--- src/shared/fcmet_params.svh ---
// Constants for the frame colour classifier and egress tag rewriter
`ifndef FCMET_PARAMS_SVH
`define FCMET_PARAMS_SVH
`define FCMET_GREEN        1'h0
`define FCMET_YELLOW       1'h1
`define FCMET_PCP_W        3
`define FCMET_DSCP_W       6
`define FCMET_PCP_ENTRIES  8
`define FCMET_DSCP_ENTRIES 64
`define FCMET_COLOR_RST    1'h0
`define FCMET_PCP_RST      3'h0
`endif

--- src/shared/fcmet_pkg.sv ---
// Types shared by the colour classifier and egress tag rewriter
package fcmet_pkg;
  // Colour source selector
  typedef enum logic [1:0] {
    FCMET_SRC_FIXED,
    FCMET_SRC_DEI,
    FCMET_SRC_PCP,
    FCMET_SRC_DSCP
  } fcmet_src_e;
  // Layer 3 payload kind reported by the parser
  typedef enum logic [1:0] {
    FCMET_L3_NONE,
    FCMET_L3_IPV4,
    FCMET_L3_IPV6,
    FCMET_L3_OTHER
  } fcmet_l3_e;
endpackage

--- src/verilog/fcmet_color_class.sv ---
// Ingress colour classifier, one result per frame
`include "fcmet_params.svh"
module fcmet_color_class #(
  parameter int PCP_W  = `FCMET_PCP_W,
  parameter int DSCP_W = `FCMET_DSCP_W
) (
  input  wire logic                       clk,
  input  wire logic                       reset,
  input  wire logic                       in_valid,
  input  wire fcmet_pkg::fcmet_src_e      color_source,
  input  wire logic                       fixed_color,
  input  wire logic [(1<<PCP_W)-1:0]      pcp_color_table,
  input  wire logic [(1<<DSCP_W)-1:0]     dscp_v4_color_table,
  input  wire logic [(1<<DSCP_W)-1:0]     dscp_v6_color_table,
  input  wire logic                       ctag_present,
  input  wire logic [PCP_W-1:0]           ctag_pcp,
  input  wire logic                       ctag_dei,
  input  wire fcmet_pkg::fcmet_l3_e       l3_kind,
  input  wire logic [DSCP_W-1:0]          dscp,
  output logic                            color_valid,
  output logic                            color
);
  import fcmet_pkg::*;

  logic next_color;   // Classified colour, one bit only
  logic next_valid;   // One result per accepted frame

  // Colour selection by source; every path yields green or yellow
  always_comb begin
    next_valid = in_valid;
    next_color = `FCMET_GREEN;
    unique case (color_source)
      FCMET_SRC_FIXED: begin
        next_color = fixed_color;
      end
      FCMET_SRC_DEI: begin
        // Untagged stays green
        if (ctag_present) begin
          next_color = ctag_dei ? `FCMET_YELLOW : `FCMET_GREEN;
        end else begin
          next_color = `FCMET_GREEN;
        end
      end
      FCMET_SRC_PCP: begin
        if (ctag_present) begin
          next_color = pcp_color_table[ctag_pcp];
        end else begin
          next_color = `FCMET_GREEN;
        end
      end
      FCMET_SRC_DSCP: begin
        // Separate tables per IP version; non-IP is green
        if (l3_kind == FCMET_L3_IPV4) begin
          next_color = dscp_v4_color_table[dscp];
        end else if (l3_kind == FCMET_L3_IPV6) begin
          next_color = dscp_v6_color_table[dscp];
        end else begin
          next_color = `FCMET_GREEN;
        end
      end
    endcase
  end

  // Result register, in frame order
  always_ff @(posedge clk) begin
    if (reset) begin
      color_valid <= 1'b0;
      color       <= `FCMET_COLOR_RST;
    end else begin
      color_valid <= next_valid;
      color       <= next_color;
    end
  end
endmodule

--- src/verilog/fcmet_tagger.sv ---
// Top: ingress colour classification and egress tag rewrite
`include "fcmet_params.svh"
// Functional notes
// - Ingress colour is only green or yellow
// - Selector picks fixed, DEI, PCP or DSCP
// - Fixed source gives one colour always
// - DEI 0 green, DEI 1 yellow
// - DEI mode: untagged frame is green
// - PCP mode: table colours every PCP
// - PCP mode: untagged frame is green
// - DSCP mode: IPv4 table per DSCP
// - DSCP mode: separate IPv6 table
// - DSCP mode: non-IP frame is green
// - Classifier acts on ingress frames only
// - Egress uses meter colour when metered
// - Discard entry suppresses a non-internal egress frame when the map is enabled
// - Untagged ingress takes table PCP and DEI
// - Tagged ingress: per-field preserve or table
// - Internal OAM/control frames pass unrewritten
module fcmet_tagger #(
  parameter int PCP_W   = `FCMET_PCP_W,
  parameter int DSCP_W  = `FCMET_DSCP_W,
  parameter int EP_W    = 4,
  parameter int COS_W   = 2
) (
  input  wire logic                          clk,
  input  wire logic                          reset,
  // Ingress classification request
  input  wire logic                          ing_valid,
  input  wire logic [EP_W-1:0]               ing_endpoint,
  input  wire logic [COS_W-1:0]              ing_cos,
  input  wire logic                          ing_ctag_present,
  input  wire logic [PCP_W-1:0]              ing_pcp,
  input  wire logic                          ing_dei,
  input  wire fcmet_pkg::fcmet_l3_e          ing_l3_kind,
  input  wire logic [DSCP_W-1:0]             ing_dscp,
  // Ingress colour configuration of the selected endpoint
  input  wire fcmet_pkg::fcmet_src_e         color_source,
  input  wire logic                          fixed_color,
  input  wire logic [(1<<PCP_W)-1:0]         pcp_color_table,
  input  wire logic [(1<<DSCP_W)-1:0]        dscp_v4_color_table,
  input  wire logic [(1<<DSCP_W)-1:0]        dscp_v6_color_table,
  // Ingress classification result
  output logic                               ing_color_valid,
  output logic                               ing_color,
  output logic [EP_W-1:0]                    ing_color_endpoint,
  output logic [COS_W-1:0]                   ing_color_cos,
  // Egress rewrite request
  input  wire logic                          egr_valid,
  input  wire logic                          egr_internal,
  input  wire logic [COS_W-1:0]              egr_cos,
  input  wire logic                          egr_metered,
  input  wire logic                          egr_meter_color,
  input  wire logic                          egr_class_color,
  input  wire logic                          egr_ingress_tagged,
  input  wire logic [PCP_W-1:0]              egr_ingress_pcp,
  input  wire logic                          egr_ingress_dei,
  input  wire logic                          egr_out_tagged,
  // Egress configuration
  input  wire logic                          egress_map_enable,
  input  wire logic                          pcp_preserve,
  input  wire logic                          dei_preserve,
  input  wire logic [(2<<COS_W)*PCP_W-1:0]   egress_pcp_table,
  input  wire logic [(2<<COS_W)-1:0]         egress_dei_table,
  input  wire logic [(2<<COS_W)-1:0]         egress_discard_table,
  // Egress result
  output logic                               egr_out_valid,
  output logic                               egr_out_discard,
  output logic                               egr_out_rewrite,
  output logic [PCP_W-1:0]                   egr_out_pcp,
  output logic                               egr_out_dei
);
  import fcmet_pkg::*;

  localparam int ENTRIES = 2 << COS_W;   // Class times colour

  logic [EP_W-1:0]  ep_q;         // Endpoint tag kept beside colour
  logic [COS_W-1:0] cos_q;        // Class tag kept beside colour
  logic [EP_W-1:0]  next_ep;
  logic [COS_W-1:0] next_cos;

  // Classifier only ever sees the ingress request port
  fcmet_color_class #(
    .PCP_W (PCP_W),
    .DSCP_W(DSCP_W)
  ) u_class (
    .clk                (clk),
    .reset              (reset),
    .in_valid           (ing_valid),
    .color_source       (color_source),
    .fixed_color        (fixed_color),
    .pcp_color_table    (pcp_color_table),
    .dscp_v4_color_table(dscp_v4_color_table),
    .dscp_v6_color_table(dscp_v6_color_table),
    .ctag_present       (ing_ctag_present),
    .ctag_pcp           (ing_pcp),
    .ctag_dei           (ing_dei),
    .l3_kind            (ing_l3_kind),
    .dscp               (ing_dscp),
    .color_valid        (ing_color_valid),
    .color              (ing_color)
  );

  // Tags travel with the colour at the same latency
  always_comb begin
    next_ep  = ing_valid ? ing_endpoint : ep_q;
    next_cos = ing_valid ? ing_cos : cos_q;
  end

  // Tag registers
  always_ff @(posedge clk) begin
    if (reset) begin
      ep_q  <= '0;
      cos_q <= '0;
    end else begin
      ep_q  <= next_ep;
      cos_q <= next_cos;
    end
  end

  assign ing_color_endpoint = ep_q;
  assign ing_color_cos      = cos_q;

  // Egress lookup state
  logic                   sel_color;     // Colour used for lookup
  logic [COS_W:0]         idx;           // Table index {class, colour}
  logic [PCP_W-1:0]       map_pcp;
  logic                   map_dei;
  logic                   map_discard;
  logic                   next_valid;
  logic                   next_discard;
  logic                   next_rewrite;
  logic [PCP_W-1:0]       next_pcp;
  logic                   next_dei;

  // Egress decision; internal pass first, then discard, then tag source per field
  always_comb begin
    sel_color    = egr_metered ? egr_meter_color : egr_class_color;
    idx          = {egr_cos, sel_color};
    map_pcp      = egress_pcp_table[idx*PCP_W +: PCP_W];
    map_dei      = egress_dei_table[idx];
    map_discard  = egress_discard_table[idx];
    next_valid   = egr_valid;
    next_discard = 1'b0;
    next_rewrite = 1'b0;
    next_pcp     = egr_ingress_pcp;
    next_dei     = egr_ingress_dei;
    if (egr_internal) begin
      // Provider-originated frames keep whatever tag they carry
      next_rewrite = 1'b0;
    end else if (egress_map_enable && map_discard) begin
      next_discard = 1'b1;
    end else if (egr_out_tagged && !egr_ingress_tagged) begin
      // Disabled map here is a configuration fault; table still used
      next_rewrite = 1'b1;
      next_pcp     = map_pcp;
      next_dei     = map_dei;
    end else if (egr_out_tagged) begin
      next_rewrite = 1'b1;
      next_pcp     = pcp_preserve ? egr_ingress_pcp : map_pcp;
      next_dei     = dei_preserve ? egr_ingress_dei : map_dei;
    end
  end

  // Egress result registers
  always_ff @(posedge clk) begin
    if (reset) begin
      egr_out_valid   <= 1'b0;
      egr_out_discard <= 1'b0;
      egr_out_rewrite <= 1'b0;
      egr_out_pcp     <= `FCMET_PCP_RST;
      egr_out_dei     <= 1'b0;
    end else begin
      egr_out_valid   <= next_valid && !next_discard;
      egr_out_discard <= next_valid && next_discard;
      egr_out_rewrite <= next_rewrite;
      egr_out_pcp     <= next_pcp;
      egr_out_dei     <= next_dei;
    end
  end
endmodule

--- config.mk ---
export PLATFORM = sky130hd
export DESIGN_NAME = fcmet_tagger
export DESIGN_NICKNAME = d
export VERILOG_FILES = /design/src/shared/fcmet_pkg.sv /design/src/verilog/fcmet_color_class.sv /design/src/verilog/fcmet_tagger.sv
export VERILOG_INCLUDE_DIRS = /design/src /design/src/shared
export SDC_FILE = /design/constraint.sdc
export NUM_CORES = 1
export LEC_CHECK = 0
export BUFFER_PORTS_ARGS = -buffer_cell sky130_fd_sc_hd__buf_2
export CAP_MARGIN = 10
export CORE_AREA = 2 2 90 92
export DETAILED_ROUTE_END_ITERATION = 10
export DIE_AREA = 0 0 92 94
export GPL_ROUTABILITY_DRIVEN = 0
export PLACE_DENSITY = 0.78
export SYNTH_ARGS = -nofsm -noshare
export SYNTH_HDL_FRONTEND = slang
export SYNTH_HIERARCHICAL = 1
export SYNTH_SLANG_ARGS = --single-unit
export TNS_END_PERCENT = 50
--- constraint.sdc ---
create_clock -name clk -period 3.1 [get_ports clk]
set_input_delay 0.155 -clock clk [delete_from_list [all_inputs] [get_ports clk]]
set_output_delay 0.155 -clock clk [all_outputs]
set_load 0.05 [all_outputs]
* After elaboration in Yosys (flattened, before gate mapping) *
Cells that the tools add are included.

storage, ports and cells
  flip-flop bits (word level) = 15
  word-level logic and storage cells = 58
  output and inout port bits = 15
  input port bits = 217

cells by class
  magnitude comparators = 3
  multipliers = 1
  shift operators = 1
  eq/ne operators = 5
  reductions and logical operators = 8
  multiplexer cells = 31

operators with widths
  kind                   count
  $shiftx A24 B6 Y3      1
  $mux W1                20
  $mux W3                5
  $bmux W1 S6            2
  $bmux W1 S3            3
  $lt A3 B4 Y1 const B   2
  $lt A6 B7 Y1 const B   1
  $eq A2 B2 Y1 const B   3
  $mul A3 B2 Y5 const B  1
  $eq A2 B1 Y1 const B   2
  $logic_and A1 B1 Y1    4
  $pmux W1 S4            1
  $reduce_or A3 Y1       1
  $logic_not A1 Y1       2
  $logic_not A2 Y1       1

* Logic depth before layout (Yosys ltp) *
  depth in word-level cells = 8
  mapped depth = 9
  depth with buffers taken out = 6

* By module *
The synthesis kept the hierarchy.

modules (own cells, without submodules)
  module             area an instance (um2)  sequential area each (um2)  cells an instance  times used
  fcmet_color_class  1400.1                  40.0                        122                1
  fcmet_tagger       884.6                   260.2                       89                 1

* Worst setup path before layout *
OpenSTA, ideal clock, no wires.

  path kind = in2reg
  start = input port ing_dscp[0]
  end = register u_class.color
  data required time = 2974 ps
  path slack = 1435 ps
  arrival time = 1539 ps
  setup time = 126 ps
  cell stages on the path = 7
  path buffers = 2
  path through = buf_6 -> buf_8 -> mux4_2 -> mux2i_1 -> a22oi_1 -> a2111oi_2 -> a21oi_1

between the ends
  word-level cells in the longest chain between the ends = 5
  elaborated cells on any way between the ends = 7
  classes of those cells = 7 x mux

ends and longest elaborated chain
  item                           RTL line                 source
  start, declared                fcmet_tagger.sv:36       input wire logic [DSCP_W-1:0] ing_dscp,
  $bmux W1 S6                    fcmet_color_class.sv:56  next_color = dscp_v6_color_table[dscp];
  $mux W1 (not written as such)  fcmet_color_class.sv:56
  $mux W1                        fcmet_color_class.sv:55  end else if (l3_kind == FCMET_L3_IPV6) begin
  $mux W1 *                      fcmet_color_class.sv:53  if (l3_kind == FCMET_L3_IPV4) begin
  $pmux W1 S4 *                  fcmet_color_class.sv:32  unique case (color_source)
  end signal, assigned           fcmet_color_class.sv:68  color <= `FCMET_COLOR_RST;
  end signal, assigned           fcmet_color_class.sv:71  color <= next_color;
  end, declared                  fcmet_color_class.sv:21  output logic color

Mark *: on every way between the ends. The rest lies on a longest branch, timed or not. The select of a mux whose other input is x is not followed.
A chain may end at the register's enable or synchronous reset.

* Final worst setup path *
Same ends and word-level chain as after synthesis.

==> parameters.txt <==
Parameter                              Value

Timing
  RSZ-0062 raised after global routing ... false
  Highest Clock Rate ... ~520 MHz
  Fin. max-slew vios ... 0
  Slew of the pin with the lowest slew margin ... 545 ps
  Total count of hold-check failures in the final report ... 0
  Setup Skew ... 0 ps
  Final period utilization ... 0.619
  Post-route setup TNS ... 0 ps
  Number of endpoints failing setup at the final stage ... 0
  Fin crit period ... 1920 ps
  Slew Limit Headroom ... 0.637
  PnR worst setup slack ... between 1000 and 1500 ps

Critical path
  Cell with the largest stage delay on the worst path ... sky130_fd_sc_hd__mux4_1
  Critical Path Fanout Max ... 18
  Cell chain of the critical path ... buf_2 > mux4_1 > mux2i_1 > a2111oi_0 > and3_1 > a2111oi_2 > a21oi_1
  Delay of the slowest cell on the worst path ... around 610 ps
  Worst reg2reg startpoint ... ing_color_cos[1]
  Kind of critical path ... primary input to flip-flop
  Register-to-register setup slack ... between 2000 and 2500 ps
  Critical path startpoint ... ing_dscp[0]
  Data arrival at the endpoint of the critical path ... ~2000 ps
  Critical Path Start Type ... primary input
  Required time at the worst-slack endpoint ... approximately 3200 ps
  Cells on worst reg2reg path ... 2
  Crit path capture type ... flip-flop
  Reg-to-reg endpoint ... ing_color_cos[1]

Clock network
  Bufs on Longest Clock Path ... 2
  Clock sinks ... 15
  Worst-path clk slew ... ~60 ps
  Clock tree from TritonCTS ... done
  TritonCTS Buffers ... 3
  H-tree depth ... 1
  Post-CTS Hold Buffers ... 0
  Clock latency of the later-clocked register in the worst-skew pair ... approximately 240 ps
  Clk root buf ... sky130_fd_sc_hd__clkbuf_8
  Postcts setup bufs ... 0
  Number of cells upsized or downsized after cts ... 0

Route
  Vias per Instance ... about 5
  Number of violations reported at the end of detailed-routing iteration 0 ... 60
  Number of nets with antenna violations after routing ... 0
  DRC errors left ... 0
  Detailed-route wire length per cell ... around 15 um
  Iteration count of the initial detailed-routing pass ... 4
  WL final ... between 8 and 9 mm
  Vias after detailed routing ... 2649

Min path
  Cell depth of the worst min-delay path ... 2
  Worst hold-check path type ... primary input to flip-flop
  Worst hold endpoint ... egr_out_discard
  Hold path startpoint ... egr_internal

Yosys
  List of most frequent post-synthesis cells ... 57 x sky130_fd_sc_hd__mux2i_1, 15 x sky130_fd_sc_hd__a22oi_1, 15 x sky130_fd_sc_hd__dfxtp_1, 15 x sky130_fd_sc_hd__nor2_1, 14 x sky130_fd_sc_hd__mux4_2
  Synthesized Nets ... around 430
  Unique cell type count in the Yosys netlist ... 42
  Proportion of netlist area held by the largest area contributor ... 0.250
  Most frequent cell after synthesis ... sky130_fd_sc_hd__mux2i_1
  Register area share after synthesis ... 0.131
  Summed instance area of the synthesized netlist ... roughly 0.0023 sq mm
  Number of warnings printed during yosys synthesis ... 6
  Yosys top cell by area ... sky130_fd_sc_hd__mux2i_1
  Primary flip-flop cell chosen by synthesis mapping ... sky130_fd_sc_hd__dfxtp_1
  Average footprint of a synthesized cell ... 10.8 sq um
  Fraction of synthesis flops using an asynchronous set or reset pin ... 0
  Number of synthesized register bits ... 15
  Main area contributors after synthesis ... sky130_fd_sc_hd__mux2i_1 25%, sky130_fd_sc_hd__mux4_1 14%, sky130_fd_sc_hd__mux4_2 14%
  Count of flip-flops with a built-in enable after synthesis ... 0
  Cell count after synthesis ... roughly 210

Floorplan
  Total die area ... 0.00865 sq mm
  Initial core utilization ... 0.300
  Count of standard-cell rows ... 32
  Core region area ... approximately 0.0076 sq mm
  Floorplan die width ... 92 um
  Total I/O pin count ... approximately 230
  Height of the die ... ~94 um

Power
  Leakage ... ~1.9 nW
  Maximum vdd ir drop ... about 0.13 mV
  Overall power consumption ... roughly 0.8 mW
  Power density over cell area ... 229 mW/mm^2

Global route
  Antenna violations before repair ... 0
  Maximum number of pins on one net before global-route repair ... 24
  First-pass GRT wire length ... ~12 mm
  Remaining global-route overflow ... 0
  Vias in the first global route ... roughly 2800
  Global-route usage over all layers ... 0.176

Placed design
  Placed cell count ... ~530
  HPWL after detailed placement ... roughly 7.3 mm
  Worst Setup Slack post-DPL ... about 900 ps
  # port buffers ... around 230

Finish
  Layout Utilization ... 0.462
  Number of nets in the layout ... between 600 and 700
  Proportion of layout cells with a drive suffix above 1 ... 0.600
  Area added between synthesis and finish ... 53.7%
  Filler-free cell count of the finished design ... roughly 540
  Inserted Diodes ... 0

Run status
  Run status ... completed

Flow run
  Max-cap violations ... 0
through the flow:
step / area, sq um / hold slack (ps)
after floorplan: 2280 / 227
after global placement: 3470 / 356
after detailed placement: 3470 / 364
after CTS: 3510 / 106
after global routing: 3510 / 111
final: 3510 / 108
power breakdown:
| group | switching [mW] | internal, mW | total (mW) |
|---|---|---|---|
| Sequential | 0.00435 | 0.205 | 0.209 |
| Combinational | 0.203 | 0.234 | 0.437 |
| Clock | 0.0698 | 0.0888 | 0.159 |
| Total | 0.278 | 0.528 | 0.805 |
sequential cells by signal (all words and copies together) (netlist names):
signal and count:
ing_color_cos 2, u_class/color_valid 1, ing_color_endpoint 4, egr_out_valid 1, u_class/color 1, egr_out_dei 1
egr_out_discard 1, egr_out_rewrite 1, egr_out_pcp 3
cell families after synthesis:
logic type,count (synthesis),share of synthesized area
multiplexers,87,0.554
buffers and inverters,23,0.0646
AND/OR/NAND/NOR,52,0.123
AO/OA/AOI/OAI,31,0.111
adder cells (fa/ha/maj),3,0.0164
flip-flops,15,0.131
worst max-delay path, delay by kind of cell:
kind / cells / cell delay (ps)
buffers and inverters: 1 / 400
muxes: 2 / 770
AOI/OAI and AO/OA: 3 / 490
and+or+nand+nor: 1 / 210
layout by cell type, fill, tap and decap left out, types with 6 or more instances in the layout:
master | synthesis | layout
sky130_fd_sc_hd__a22oi_1 | 15 | 15
sky130_fd_sc_hd__buf_2 | 2 | 231
sky130_fd_sc_hd__dfxtp_1 | 15 | 15
sky130_fd_sc_hd__inv_1 | 8 | 8
sky130_fd_sc_hd__mux2i_1 | 57 | 57
sky130_fd_sc_hd__mux4_1 | 12 | 12
sky130_fd_sc_hd__mux4_2 | 14 | 14
sky130_fd_sc_hd__nand3_1 | 7 | 7
sky130_fd_sc_hd__nor2_1 | 15 | 15
sky130_fd_sc_hd__nor2b_1 | 6 | 6
area by class of cell:
cell class	count	area, sq um
Fill cell	733	4100
Multi-Input combinational cell	173	1840
Timing Repair Buffer	233	1170
Sequential cell	15	300
Tap cell	102	128
Clock buffer	3	41.3
Inverter	8	30.0
Clock inverter	1	5.00
worst max-delay path by stage:
stage,endpoint,depth (start not counted),slack [ps]
floorplan,u_class/color,7,1430
global placement,u_class/color,7,960
detailed placement,u_class/color,7,890
CTS,u_class/color,7,1140
global route,u_class/color,7,980
finish,u_class/color,7,1180
routing by layer:
metal,global-route usage,share of wire,vias to the layer above
met5,0,0,-
met1,0.160,0.33,1181
met3,0.0337,0.092,20
li1,-,-,1293
met2,0.373,0.55,155
met4,0.0672,0.033,0
(Power assumes the default switching activity.)
